--- src/core/adc_seq_pkg.sv ---
// Shared constants for the converter sequencer: register indices, field layout,
// reset values, clock codes, sequencer states and conversion timing.
// Assumes a 32-bit APB master; each register index maps to byte address index*4.
package adc_seq_pkg;
    localparam int ADDR_W = 12;
    localparam logic [9:0] IDX_RESULT_HIGH = 10'h01E;
    localparam logic [9:0] IDX_CONTROL = 10'h01F;
    localparam logic [9:0] IDX_RESULT_LOW = 10'h09E;
    localparam logic [9:0] IDX_PORT_CONFIG = 10'h09F;
    localparam logic [9:0] IDX_DONE_STATUS = 10'h0C0;

    localparam int CTL_CLK_LSB = 6;
    localparam int CTL_CHAN_LSB = 3;
    localparam int CTL_GO_BIT = 2;
    localparam int CTL_ON_BIT = 0;
    localparam int CFG_JUSTIFY_BIT = 7;
    localparam int STS_DONE_BIT = 0;
    localparam logic [7:0] CONTROL_RESET = 8'h00;
    localparam logic [7:0] PORT_CONFIG_RESET = 8'h00;
    localparam logic [7:0] RESULT_RESET = 8'h00;

    localparam logic [1:0] CLK_DIV2 = 2'b00;
    localparam logic [1:0] CLK_DIV8 = 2'b01;
    localparam logic [1:0] CLK_DIV32 = 2'b10;
    localparam logic [1:0] CLK_RC = 2'b11;
    localparam logic [5:0] DIV2_CYCLES = 6'h02;
    localparam logic [5:0] DIV8_CYCLES = 6'h08;
    localparam logic [5:0] DIV32_CYCLES = 6'h20;

    localparam int RESULT_BITS = 10;
    localparam logic [3:0] LAST_STEP = 4'hB;
    localparam logic [9:0] SAR_FIRST_TRIAL = 10'h200;
    localparam int CLK_PERIOD_NS = 100;
    localparam int BIT_PERIOD_MIN_NS = 1600;
    localparam int BIT_PERIOD_MIN_CYCLES =
        (BIT_PERIOD_MIN_NS + CLK_PERIOD_NS - 1) / CLK_PERIOD_NS;

    typedef enum logic [1:0] {
        st_idle = 2'b00,
        st_convert = 2'b01
    } seq_state_t;
endpackage

--- src/core/adc_sequencer_control.sv ---
// Control logic of a five-channel 10-bit successive-approximation converter.
// Assumes an APB master on pclk and an analog core that answers comp_in each cycle.
//
// What this block does
// - Clock code picks divide 2, 8, 32 or RC
// - Channel code 0 to 4 selects input
// - Writing go while on starts conversion
// - Go clears itself when conversion finishes
// - Converter-on bit enables module, else off
// - Unimplemented control bits read as zero
// - Justify one gives right-aligned result
// - Justify zero gives left-aligned result
// - Code 0000 all analog, 011x all digital
// - Reference pin codes and single-channel code 1110
// - Completion loads result, clears go, sets done
// - Conversion lasts twelve bit periods; with RC the first one can be short
// - RC source times conversions from its oscillator
// - Control registers reset to zero
// - Clearing go aborts, result kept unchanged
// - Reset turns off, aborts, pins analog
`timescale 1ns/1ns
module adc_sequencer_control (
    input wire logic pclk,
    input wire logic presetn,
    input wire logic psel,
    input wire logic penable,
    input wire logic pwrite,
    input wire logic [11:0] paddr,
    input wire logic [31:0] pwdata,
    output logic [31:0] prdata,
    output logic pready,
    output logic pslverr,
    input wire logic comp_in,
    input wire logic rc_tick,
    output logic converter_enable,
    output logic [2:0] channel_select,
    output logic sample_connect,
    output logic [9:0] sar_trial,
    output logic [4:0] pin_analog,
    output logic vref_pos_pin,
    output logic vref_neg_pin,
    output logic conv_done_flag
);
    logic [31:0] prdata_q;
    logic pready_q;
    logic pslverr_q;
    logic [1:0] clk_sel_q;
    logic [2:0] chan_q;
    logic go_q;
    logic on_q;
    logic justify_q;
    logic [3:0] code_q;
    logic [7:0] res_high_q;
    logic [7:0] res_low_q;
    logic done_q;
    logic sample_q;
    logic [4:0] pin_analog_q;
    logic vpos_q;
    logic vneg_q;
    adc_seq_pkg::seq_state_t state_q;
    logic [3:0] step_q;
    logic [9:0] sar_q;
    logic [9:0] sar_d;
    logic tick;
    logic [4:0] map_analog;
    logic map_vpos;
    logic map_vneg;
    logic [9:0] index;
    logic mapped;
    logic access;
    logic wr_ctl;
    logic wr_cfg;
    logic wr_high;
    logic wr_low;
    logic wr_sts;
    logic start;
    logic abort;
    logic done_evt;
    logic converting;
    logic [7:0] ctl_read;
    logic [7:0] cfg_read;
    logic [31:0] rd_mux;

    assign index = paddr[11:2];
    assign mapped = (paddr[1:0] == 2'b00) &&
        (index == adc_seq_pkg::IDX_CONTROL || index == adc_seq_pkg::IDX_PORT_CONFIG ||
         index == adc_seq_pkg::IDX_RESULT_HIGH || index == adc_seq_pkg::IDX_RESULT_LOW ||
         index == adc_seq_pkg::IDX_DONE_STATUS);
    // A write takes effect only in the access cycle that the slave completes.
    assign access = psel && penable && pready_q;
    assign wr_ctl = access && pwrite && mapped && index == adc_seq_pkg::IDX_CONTROL;
    assign wr_cfg = access && pwrite && mapped && index == adc_seq_pkg::IDX_PORT_CONFIG;
    assign wr_high = access && pwrite && mapped && index == adc_seq_pkg::IDX_RESULT_HIGH;
    assign wr_low = access && pwrite && mapped && index == adc_seq_pkg::IDX_RESULT_LOW;
    assign wr_sts = access && pwrite && mapped && index == adc_seq_pkg::IDX_DONE_STATUS;

    assign converting = (state_q == adc_seq_pkg::st_convert);
    // The converter must already be on; a write turning it on cannot also start it.
    assign start = wr_ctl && !go_q && on_q && pwdata[adc_seq_pkg::CTL_GO_BIT] &&
        pwdata[adc_seq_pkg::CTL_ON_BIT];
    assign abort = wr_ctl && (!pwdata[adc_seq_pkg::CTL_GO_BIT] ||
        !pwdata[adc_seq_pkg::CTL_ON_BIT]);
    assign done_evt = converting && tick && step_q == adc_seq_pkg::LAST_STEP &&
        !abort;

    assign ctl_read = {clk_sel_q, chan_q, go_q, 1'b0, on_q};
    assign cfg_read = {justify_q, 3'b000, code_q};

    always_comb begin
        rd_mux = 32'h0000_0000;
        case (index)
            adc_seq_pkg::IDX_CONTROL: rd_mux = {24'h00_0000, ctl_read};
            adc_seq_pkg::IDX_PORT_CONFIG: rd_mux = {24'h00_0000, cfg_read};
            adc_seq_pkg::IDX_RESULT_HIGH: rd_mux = {24'h00_0000, res_high_q};
            adc_seq_pkg::IDX_RESULT_LOW: rd_mux = {24'h00_0000, res_low_q};
            adc_seq_pkg::IDX_DONE_STATUS: rd_mux = {31'h0000_0000, done_q};
            default: rd_mux = 32'h0000_0000;
        endcase
        if (!mapped) begin
            rd_mux = 32'h0000_0000;
        end
    end

    // Every transfer gets exactly one wait-free access cycle.
    always_ff @(posedge pclk or negedge presetn) begin
        if (!presetn) begin
            pready_q <= 1'b0;
            pslverr_q <= 1'b0;
            prdata_q <= 32'h0000_0000;
        end else begin
            pready_q <= psel && !penable;
            pslverr_q <= psel && !penable && !mapped;
            if (psel && !penable) begin
                prdata_q <= pwrite ? 32'h0000_0000 : rd_mux;
            end
        end
    end

    // Control register: clock, channel and enable bits.
    always_ff @(posedge pclk or negedge presetn) begin
        if (!presetn) begin
            clk_sel_q <= adc_seq_pkg::CONTROL_RESET[7:6];
            chan_q <= adc_seq_pkg::CONTROL_RESET[5:3];
            on_q <= adc_seq_pkg::CONTROL_RESET[0];
        end else if (wr_ctl) begin
            clk_sel_q <= pwdata[adc_seq_pkg::CTL_CLK_LSB +: 2];
            chan_q <= pwdata[adc_seq_pkg::CTL_CHAN_LSB +: 3];
            on_q <= pwdata[adc_seq_pkg::CTL_ON_BIT];
        end
    end

    // Go flag: set by software, cleared by completion, abort or turn-off.
    always_ff @(posedge pclk or negedge presetn) begin
        if (!presetn) begin
            go_q <= adc_seq_pkg::CONTROL_RESET[2];
        end else if (done_evt) begin
            go_q <= 1'b0;
        end else if (wr_ctl) begin
            go_q <= pwdata[adc_seq_pkg::CTL_GO_BIT] && pwdata[adc_seq_pkg::CTL_ON_BIT] &&
                on_q;
        end else if (!on_q) begin
            go_q <= 1'b0;
        end
    end

    always_ff @(posedge pclk or negedge presetn) begin
        if (!presetn) begin
            justify_q <= adc_seq_pkg::PORT_CONFIG_RESET[7];
            code_q <= adc_seq_pkg::PORT_CONFIG_RESET[3:0];
        end else if (wr_cfg) begin
            justify_q <= pwdata[adc_seq_pkg::CFG_JUSTIFY_BIT];
            code_q <= pwdata[3:0];
        end
    end

    port_map_decode u_map (
        .port_config_code(code_q),
        .pin_analog(map_analog),
        .vref_pos_pin(map_vpos),
        .vref_neg_pin(map_vneg)
    );

    always_ff @(posedge pclk or negedge presetn) begin
        if (!presetn) begin
            pin_analog_q <= 5'h1F;
            vpos_q <= 1'b0;
            vneg_q <= 1'b0;
        end else begin
            pin_analog_q <= map_analog;
            vpos_q <= map_vpos;
            vneg_q <= map_vneg;
        end
    end

    bit_period_tick u_tick (
        .pclk(pclk),
        .presetn(presetn),
        .run(converting),
        .clock_select(clk_sel_q),
        .rc_tick(rc_tick),
        .tick_q(tick)
    );

    // Step 0 resolves no bit, steps 1 to 10 resolve bits 9 down to 0.
    always_comb begin
        sar_d = sar_q;
        for (int i = 0; i < adc_seq_pkg::RESULT_BITS; i++) begin
            if (4'(10 - i) == step_q) begin
                sar_d[i] = comp_in;
            end
            if (4'(9 - i) == step_q && i < 9) begin
                sar_d[i] = 1'b1;
            end
        end
    end

    always_ff @(posedge pclk or negedge presetn) begin
        if (!presetn) begin
            state_q <= adc_seq_pkg::st_idle;
            step_q <= 4'h0;
            sar_q <= 10'h000;
        end else begin
            case (state_q)
                adc_seq_pkg::st_idle: begin
                    if (start) begin
                        state_q <= adc_seq_pkg::st_convert;
                        step_q <= 4'h0;
                        sar_q <= adc_seq_pkg::SAR_FIRST_TRIAL;
                    end
                end
                adc_seq_pkg::st_convert: begin
                    if (abort || !on_q) begin
                        state_q <= adc_seq_pkg::st_idle;
                    end else if (tick) begin
                        if (step_q == adc_seq_pkg::LAST_STEP) begin
                            state_q <= adc_seq_pkg::st_idle;
                        end else begin
                            step_q <= step_q + 4'h1;
                            sar_q <= sar_d;
                        end
                    end
                end
                default: state_q <= adc_seq_pkg::st_idle;
            endcase
        end
    end

    // Result pair; a completion overrides a software write in the same cycle.
    always_ff @(posedge pclk or negedge presetn) begin
        if (!presetn) begin
            res_high_q <= adc_seq_pkg::RESULT_RESET;
            res_low_q <= adc_seq_pkg::RESULT_RESET;
        end else if (done_evt) begin
            if (justify_q) begin
                res_high_q <= {6'h00, sar_q[9:8]};
                res_low_q <= sar_q[7:0];
            end else begin
                res_high_q <= sar_q[9:2];
                res_low_q <= {sar_q[1:0], 6'h00};
            end
        end else begin
            if (wr_high) begin
                res_high_q <= pwdata[7:0];
            end
            if (wr_low) begin
                res_low_q <= pwdata[7:0];
            end
        end
    end

    // Done flag: a completion in the cycle of a clearing write still sets it.
    always_ff @(posedge pclk or negedge presetn) begin
        if (!presetn) begin
            done_q <= 1'b0;
        end else if (done_evt) begin
            done_q <= 1'b1;
        end else if (wr_sts) begin
            done_q <= pwdata[adc_seq_pkg::STS_DONE_BIT];
        end
    end

    // Acquisition runs whenever the converter is on and not converting.
    always_ff @(posedge pclk or negedge presetn) begin
        if (!presetn) begin
            sample_q <= 1'b0;
        end else begin
            sample_q <= on_q && !(converting && !abort) && !start;
        end
    end

    assign prdata = prdata_q;
    assign pready = pready_q;
    assign pslverr = pslverr_q;
    assign converter_enable = on_q;
    assign channel_select = chan_q;
    assign sample_connect = sample_q;
    assign sar_trial = sar_q;
    assign pin_analog = pin_analog_q;
    assign vref_pos_pin = vpos_q;
    assign vref_neg_pin = vneg_q;
    assign conv_done_flag = done_q;

    // Checking helper: ticks seen since the last start.
    logic [3:0] ticks_seen_q;
    always_ff @(posedge pclk or negedge presetn) begin
        if (!presetn) begin
            ticks_seen_q <= 4'h0;
        end else if (start) begin
            ticks_seen_q <= 4'h0;
        end else if (converting && tick) begin
            ticks_seen_q <= ticks_seen_q + 4'h1;
        end
    end
endmodule

--- src/core/bit_period_tick.sv ---
// Bit-period tick generator for the conversion sequencer.
// Assumes rc_tick is a one-cycle pulse per internal RC oscillator period.
`timescale 1ns/1ns
module bit_period_tick (
    input wire logic pclk,
    input wire logic presetn,
    input wire logic run,
    input wire logic [1:0] clock_select,
    input wire logic rc_tick,
    output logic tick_q
);
    logic [5:0] count_q;
    logic [5:0] period;

    always_comb begin
        case (clock_select)
            adc_seq_pkg::CLK_DIV2: period = adc_seq_pkg::DIV2_CYCLES;
            adc_seq_pkg::CLK_DIV8: period = adc_seq_pkg::DIV8_CYCLES;
            default: period = adc_seq_pkg::DIV32_CYCLES;
        endcase
    end

    // The count restarts on every start so the first divider period is never short of a cycle; in RC mode the first tick can come at once.
    always_ff @(posedge pclk or negedge presetn) begin
        if (!presetn) begin
            count_q <= 6'h00;
            tick_q <= 1'b0;
        end else if (!run) begin
            count_q <= 6'h00;
            tick_q <= 1'b0;
        end else if (clock_select == adc_seq_pkg::CLK_RC) begin
            tick_q <= rc_tick;
        end else if (count_q == period - 6'h01) begin
            count_q <= 6'h00;
            tick_q <= 1'b1;
        end else begin
            count_q <= count_q + 6'h01;
            tick_q <= 1'b0;
        end
    end
endmodule

--- src/core/port_map_decode.sv ---
// Decodes the port configuration code into analog pin mask and reference sources.
// Purely combinational; the caller registers the results.
`timescale 1ns/1ns
module port_map_decode (
    input wire logic [3:0] port_config_code,
    output logic [4:0] pin_analog,
    output logic vref_pos_pin,
    output logic vref_neg_pin
);
    logic [6:0] map;

    // Mask order is channel 4 down to channel 0; reference pins count as analog.
    always_comb begin
        case (port_config_code)
            4'h0: map = 7'h7C;
            4'h1: map = 7'h7E;
            4'h2: map = 7'h7C;
            4'h3: map = 7'h7E;
            4'h4: map = 7'h2C;
            4'h5: map = 7'h2E;
            4'h6: map = 7'h00;
            4'h7: map = 7'h00;
            4'h8: map = 7'h7F;
            4'h9: map = 7'h7C;
            4'hA: map = 7'h7E;
            4'hB: map = 7'h7F;
            4'hC: map = 7'h7F;
            4'hD: map = 7'h3F;
            4'hE: map = 7'h04;
            default: map = 7'h37;
        endcase
    end

    assign pin_analog = map[6:2];
    assign vref_pos_pin = map[1];
    assign vref_neg_pin = map[0];
endmodule

--- config.mk ---
export PLATFORM = sky130hd
export DESIGN_NAME = adc_sequencer_control
export DESIGN_NICKNAME = d
export VERILOG_FILES = /design/src/core/adc_seq_pkg.sv /design/src/core/adc_sequencer_control.sv /design/src/core/bit_period_tick.sv /design/src/core/port_map_decode.sv
export SDC_FILE = /design/constraint.sdc
export NUM_CORES = 1
export LEC_CHECK = 0
export BUFFER_PORTS_ARGS = -buffer_cell sky130_fd_sc_hd__buf_4
export CAP_MARGIN = 20
export CORE_MARGIN = 2
export CORE_UTILIZATION = 49
export CTS_BUF_LIST = sky130_fd_sc_hd__clkbuf_8
export CTS_CLUSTER_DIAMETER = 100
export DETAILED_ROUTE_END_ITERATION = 8
export HOLD_SLACK_MARGIN = 0.15
export PLACE_DENSITY = 0.86
export SLEW_MARGIN = 15
export SYNTH_ARGS = -nofsm -noshare
export SYNTH_HDL_FRONTEND = slang
export SYNTH_HIERARCHICAL = 1
export SYNTH_SLANG_ARGS = --single-unit
export TNS_END_PERCENT = 10
--- constraint.sdc ---
create_clock -name pclk -period 4 [get_ports pclk]
set_clock_uncertainty 0.05 [all_clocks]
set_input_delay 0.4 -clock pclk [delete_from_list [all_inputs] [get_ports pclk]]
set_output_delay 0.4 -clock pclk [all_outputs]
set_load 0.01 [all_outputs]
==> flow_summary.json, run 1 <==
{
  "status": "complete, no violations",
  "final_area_mm2": 0.004638,
  "num-nets-final": 507,
  "period_needed_ps": 2708,
  "crit_slowest_cell": "dfrtp_1",
  "worst_pin_slew_ps": 956.0,
  "final.setup.tns_ps": 0,
  "fp.dieW_um": 94.59,
  "worstPathMaxFanout": 27,
  "core_area_mm2": 0.008093,
  "ant_nets": 0,
  "dr.first_iter.drc_count": 137,
  "syn_area_per_cell_um2": 10.28,
  "switchingPower_mw": 0.3200,
  "drt_wl_total_mm": 8.890,
  "cp.depth": 5,
  "cts_tree": "done",
  "fillers": 686,
  "path_clk_slew_ps": 70,
  "grtUsageTotal_pct": 20.78,
  "cp.arrival_ps": 2880,
  "setup_violations": 0,
  "relSlewSlack_pct": 36.22,
  "root_buffer": "clkbuf_8",
  "finalHoldViolations": 0,
  "place_area_mm2": 0.004427,
  "ir_drop_uv": 132.5,
  "worstSetupPathType": "register to register",
  "p_leak_nw": 2.180,
  "dieArea_mm2": 0.008947,
  "hpwlAfterDp_mm": 6.407,
  "power.density_mw_per_mm2": 290.4,
  "num_antenna_cells": 0,
  "slew_viol_final": 0,
  "cp_cell_sequence": "and4b_1, nor4_4, a21oi_2, or2_1, o221ai_1",
  "p_comb_share_pct": 5.4,
  "initial_core_util_pct": 49.69,
  "critPathTopFamily": "flip-flops",
  "cts_made_buffers": 9,
  "worstSetupStartpointType": "register",
  "grt_pass1_vias": 3043,
  "fmax_mhz": 369.3,
  "synth_area_leaders": "dfrtp_1 40%, mux2i_1 6.0%, buf_4 4.7%",
  "clk_latency_ps": 350,
  "synth-xor-area-share_pct": 1.525,
  "critPathMaxStageDelay_ps": 920,
  "clkPwrFrac_pct": 42.8,
  "seqPwrFrac_pct": 51.9,
  "syn_inst": 391,
  "yosysTopAreaCellShare_pct": 39.83,
  "finalCritPeriodShare_pct": 67.70,
  "grt_pass1_wl_mm": 14.51,
  "synthToLayoutAreaGrowth_pct": 15.34,
  "synth-adder-area-share_pct": 3.111,
  "muxShareOfSynthArea_pct": 11.85,
  "hp-class": "primary input to register",
  "cts_setup_buffers": 0,
  "dr_total_vias": 3118,
  "die_y_um": 94.59,
  "synthSimpleGateAreaFrac_pct": 14.22,
  "synth.distinct_cells": 58,
  "synth_most_common_cell": "dfrtp_1",
  "grt_max_degree": 70,
  "cap_violations": 0,
  "drive_gt1_share_pct": 24.39,
  "synth_area_mm2": 0.004021,
  "clockBufferDepth": 2,
  "swShare_pct": 23.76,
  "reg2regPathDepth": 5,
  "drc": 0,
  "ys_seq_area_share_pct": 43.09,
  "rsz0062_at_grt": "false",
  "h-tree-depth": 3,
  "synthTopCellsByCount": "64 x dfrtp_1, 36 x a21oi_1, 30 x nand2_1, 25 x buf_4, 24 x mux2i_1",
  "finalPower_mw": 1.347,
  "internal_power_mw": 1.027,
  "io_pins": 108,
  "synth_compound_area_share_pct": 17.80,
  "synth_top_family_by_area": "compound AO/OA/AOI/OAI gates",
  "clock-sinks": 69,
  "place_congestion": 0.8613,
  "grt_overflow": 0,
  "crit_required_ps": 4170,
  "synth_edf_count": 0,
  "end_kind": "register",
  "ys_warn_count": 6,
  "wl_per_cell_um": 15.99,
  "synth-async-reset-ratio_pct": 100.0,
  "row_count": 33,
  "routed_via_density": 5.608,
  "synth_area_leader_cell": "dfrtp_1",
  "antenna_found_initial": 0,
  "drtPass1Iterations": 4,
  "fin_cells": 556,
  "dp_cells": 539,
  "critical_path_buf_inv_count": 0,
  "place.port_buffers": 59,
  "hold_path_depth": 3,
  "ys_seq_elements": 69,
  "ys.flop_type": "dfrtp_1"
}
-- power by group through the flow --
stage / registers (mW) / clock network [mW] / logic, mW
after floorplan: 0.713 / 0 / 0.0441
after global placement: 0.712 / 0 / 0.0703
after detailed placement: 0.713 / 0 / 0.0716
after CTS: 0.699 / 0.580 / 0.0727
after global routing: 0.699 / 0.620 / 0.0807
final: 0.699 / 0.576 / 0.0721
-- final timing paths --
path / to / startpoint / slack [ps]
setup / recovery: sar_trial[6] / state_q[0] / 1290
hold / removal: justify_q / pwdata[7] / 240
setup reg to reg: sar_trial[6] / state_q[0] / 1290
hold reg to reg: prdata[0] / prdata[0] / 440
max in group asynchronous: clk_sel_q[0] / presetn / 2670
min in group asynchronous: prdata[5] / presetn / 670
-- area by class of cell --
cell class	instances	area [um^2]	share of cell area, %
clock buffer	10	137.6	2.967
clock inverter	6	63.81	1.376
inverter	15	56.30	1.214
multi-input combinational	288	2041	44.00
sequential	69	1733	37.36
tap	105	131.4	2.832
timing repair buffer	63	475.5	10.25
-- logic make-up after synthesis --
logic type | Yosys count
DFF | 69
other | 1
buffers and inverters | 57
xor gates and xnor gates | 7
muxes | 40
AOI/OAI and AO/OA | 101
and+or+nand+nor | 106
adders and majority gates | 10
-- layer usage --
layer	track usage [%]	vias to the layer above	wire length (um)
li1	-	1482	-
met1	27.77	1500	3754
met2	33.04	116	4350
met3	3.751	20	596
met4	9.420	0	189
met5	0	-	0
-- state kept, by name, indices dropped and copies added (netlist names), 4 cells and up --
signal and cells:
res_low_q 8, pin_analog 5, prdata 8, sar_trial 10, res_high_q 8, code_q 4, step_q 4, u_tick/count_q 6
-- metrics by stage --
step           hold WS, ps  worst slack, ps  util, %
6_report             241.5             1292    57.31
5_1_grt              251.7             1083    57.31
4_1_cts              236.2             1283    57.31
3_5_place_dp         427.6             1202    54.70
3_3_place_gp         419.9             1220    54.70
2_1_floorplan        54.41             1811        -
-- cell usage in the layout, fill, tap and decap left out, types with 6 or more instances in the layout --
master    count
dfrtp_1      64
inv_1        15
a22o_1       11
mux2_2       11
nand3_1      11
buf_4        62
xor2_1        6
nor4_1        6
nor2b_1       7
nand2_1      30
a21oi_1      36
conb_1       24
o21ai_0      21
ha_1         10
mux2i_1      24
clkbuf_8     10
nor2_1       15
-- tightest hold or removal path: cells and delay by family --
| kind | cells | cell delay [ps] |
|---|---|---|
| AO/OA/AOI/OAI | 1 | 60 |
| AND/OR/NAND/NOR | 1 | 40 |
| buffers and inverters | 1 | 110 |
-- repair_timing --
action / CTS / global route
endpoints found under the hold margin: 49 / 0
hold buffers: 1 / 0
resized for setup: 0 / 0
Note: power is estimated with default switching activity, not from simulation.
==> inputs of run 2 (changes only) <==
--- a/config.mk
+++ b/config.mk
@@ -5,6 +5,7 @@
 export SDC_FILE = /design/constraint.sdc
 export NUM_CORES = 1
 export LEC_CHECK = 0
+export ABC_AREA = 1
 export BUFFER_PORTS_ARGS = -buffer_cell sky130_fd_sc_hd__buf_4
 export CAP_MARGIN = 20
 export CORE_MARGIN = 2
@@ -13,7 +14,7 @@
 export CTS_CLUSTER_DIAMETER = 100
 export DETAILED_ROUTE_END_ITERATION = 8
 export HOLD_SLACK_MARGIN = 0.15
-export PLACE_DENSITY = 0.86
+export PLACE_DENSITY = 0.89
 export SLEW_MARGIN = 15
 export SYNTH_ARGS = -nofsm -noshare
 export SYNTH_HDL_FRONTEND = slang
==> constraint.sdc (replaced) <==
create_clock -name pclk -period 2.4 [get_ports pclk]
set_clock_uncertainty 0.05 [all_clocks]
set_input_delay 0.24 -clock pclk [delete_from_list [all_inputs] [get_ports pclk]]
set_output_delay 0.24 -clock pclk [all_outputs]
set_load 0.01 [all_outputs]
==> flow_summary.json, run 2 <==
{
  "hpwlAfterDp_mm": 7.406,
  "setup_violations": 0,
  "relSlewSlack_pct": 42.41,
  "cts_tree": "done",
  "dpl_worst_slack_ps": 174.8,
  "worstSetupStartpointType": "primary input",
  "setup_slack_ps": 143.3,
  "cp_cell_sequence": "dlygate4sd3_1, buf_4, nand3_1, nor2_1, nand4_2, nand2_2, nand2_1, nand4_1, nand2_1, nand2_1",
  "initial_core_util_pct": 50.59,
  "final.setup.tns_ps": 0,
  "h-tree-depth": 3,
  "core_area_mm2": 0.008258,
  "largest_reg_flops": 10,
  "period_needed_ps": 2257,
  "critical_path_buf_inv_count": 2,
  "clockBufferDepth": 2,
  "fp.dieW_um": 96.34,
  "cap_violations": 0,
  "synth_edf_count": 0,
  "place.port_buffers": 59,
  "yosysTopAreaCellShare_pct": 38.33,
  "cp_common_cell": "nand2_1",
  "ys_seq_area_share_pct": 41.48,
  "dp_cells": 695,
  "postCtsHoldBufs": 11,
  "routed_via_density": 5.536,
  "reg2reg_slack_ps": 310,
  "final_area_mm2": 0.004970,
  "final_cell_mix": "142 x nand2_1, 68 x buf_4, 64 x dfrtp_1",
  "wl_per_cell_um": 14.48,
  "final_common_cell": "nand2_1",
  "synth_most_common_cell": "nand2_1",
  "synth_area_mm2": 0.004178,
  "cts_setup_buffers": 0,
  "cts_resized": 0,
  "crit_slowest_cell": "dlygate4sd3_1",
  "end_kind": "register",
  "root_buffer": "clkbuf_8",
  "drt_wl_total_mm": 10.46,
  "num_antenna_cells": 0,
  "synth.distinct_cells": 37,
  "ys.flop_type": "dfrtp_1",
  "synthTopCellsByCount": "142 x nand2_1, 64 x dfrtp_1, 45 x inv_1, 36 x nand4_1, 35 x nor2_1",
  "clk_latency_ps": 350,
  "rsz0062_at_grt": "false",
  "crit_required_ps": 2640,
  "path_clk_slew_ps": 70,
  "fmax_mhz": 443.1,
  "synth_area_leaders": "dfrtp_1 38%, nand2_1 13%, nand4_1 5.4%",
  "ys_seq_elements": 69,
  "fin_cells": 722,
  "cp.arrival_ps": 2500,
  "fillers": 689,
  "ant_nets": 0,
  "clock-sinks": 69,
  "dr_total_vias": 3997,
  "place_congestion": 0.9145,
  "drive_gt1_share_pct": 21.07,
  "row_count": 33,
  "antenna_found_initial": 0,
  "synth_area_leader_cell": "dfrtp_1",
  "ys_warn_count": 6,
  "drtPass1Iterations": 5,
  "hp-class": "primary input to register",
  "worstSetupPathType": "primary input to register",
  "synth-async-reset-ratio_pct": 100.0,
  "grtUsageTotal_pct": 23.54,
  "place_area_mm2": 0.004657,
  "syn_inst": 536,
  "drc": 0,
  "ir_drop_uv": 272.7,
  "power.density_mw_per_mm2": 458.8,
  "critPathTopFamily": "simple AND/OR/NAND/NOR gates",
  "grt_max_degree": 70,
  "status": "complete, no violations",
  "finalCritPeriodShare_pct": 94.03,
  "dr.first_iter.drc_count": 315,
  "num-nets-final": 673,
  "synthToLayoutAreaGrowth_pct": 18.96,
  "worst_pin_slew_ps": 863.8,
  "cts_made_buffers": 9,
  "die_y_um": 96.34,
  "syn_area_per_cell_um2": 7.794,
  "worstPathMaxFanout": 12,
  "grt_overflow": 0,
  "grt_pass1_vias": 3659,
  "grt_pass1_wl_mm": 16.92,
  "p_leak_nw": 2.438,
  "finalHoldViolations": 0,
  "slew_viol_final": 0,
  "critPathMaxStageDelay_ps": 530,
  "dieArea_mm2": 0.009280,
  "io_pins": 108
}
-- run 2: changes by cell type in the layout (fill, tap and decap cells not counted), sizes merged, moves of 7 or more --
cell / change
nand2: +122
inv: +36
nand4: +34
nor2: +28
mux2i: -24
nand3: +20
o21ai: +20
dlygate4sd3: +10
a22o: -9
mux2: -8
o41ai: -8
nor2b: -7
nor4: -7
-- run 2: stage by stage --
stage          hold WS (ps)  total power, mW  utilization [%]
6_report              152.1            2.280            60.18
3_3_place_gp          348.5            1.295            56.39
2_1_floorplan        -105.6            1.255                -
5_1_grt               191.4            2.362            60.18
4_1_cts               156.2            2.289            60.18
3_5_place_dp          366.7            1.298            56.39
-- run 2: layout make-up --
cell class / instances / area, um^2 / area share (%)
Multi-Input combinational cell: 398 / 2074 / 41.74
Tap cell: 105 / 131.4 / 2.644
Sequential cell: 69 / 1733 / 34.87
Inverter: 55 / 207.7 / 4.179
Clock inverter: 5 / 51.30 / 1.032
Clock buffer: 11 / 151.4 / 3.046
Timing Repair Buffer: 79 / 620.6 / 12.49
-- run 2: cell families after synthesis --
family / count (synthesis) / share of synthesized area (%)
adders and majority gates: 10 / 2.995
other: 1 / 0.08976
and+or+nand+nor: 269 / 30.88
muxes: 3 / 0.8086
AOI/OAI and AO/OA: 87 / 11.77
DFF: 69 / 41.48
buffers and inverters: 92 / 10.93
xor gates and xnor gates: 5 / 1.048
-- run 2: path summary, 6_finish.rpt --
kind                            startpoint       endpoint  cells past startpoint
worst max-delay path               penable      step_q[2]                     10
worst max register to register      pready      step_q[2]                      8
min in group asynchronous          presetn      prdata[2]                      2
max in group asynchronous          presetn     state_q[0]                      2
worst min-delay path               rc_tick  u_tick/tick_q                      3
worst min register to register   prdata[1]      prdata[1]                      2
-- run 2: metal layers --
layer | global-route usage, % | routed length (um)
met5 | 0 | 0
met4 | 11.50 | 368
met3 | 4.464 | 842
met2 | 39.06 | 4992
met1 | 29.39 | 4255
-- run 2: worst register-to-register path, stage by stage, from the launching register on --
cell and delay [ps]:
dfrtp_1 350, nand3_1 160, nor2_1 290, nand4_2 260
nand2_2 180, nand2_1 310, nand4_1 300, nand2_1 70
nand2_1 70
-- run 2: power breakdown --
group | internal [mW] | switching [mW]
Clock | 0.530 | 0.461
Sequential | 1.16 | 0.000581
Combinational | 0.0474 | 0.0775
Total | 1.74 | 0.539
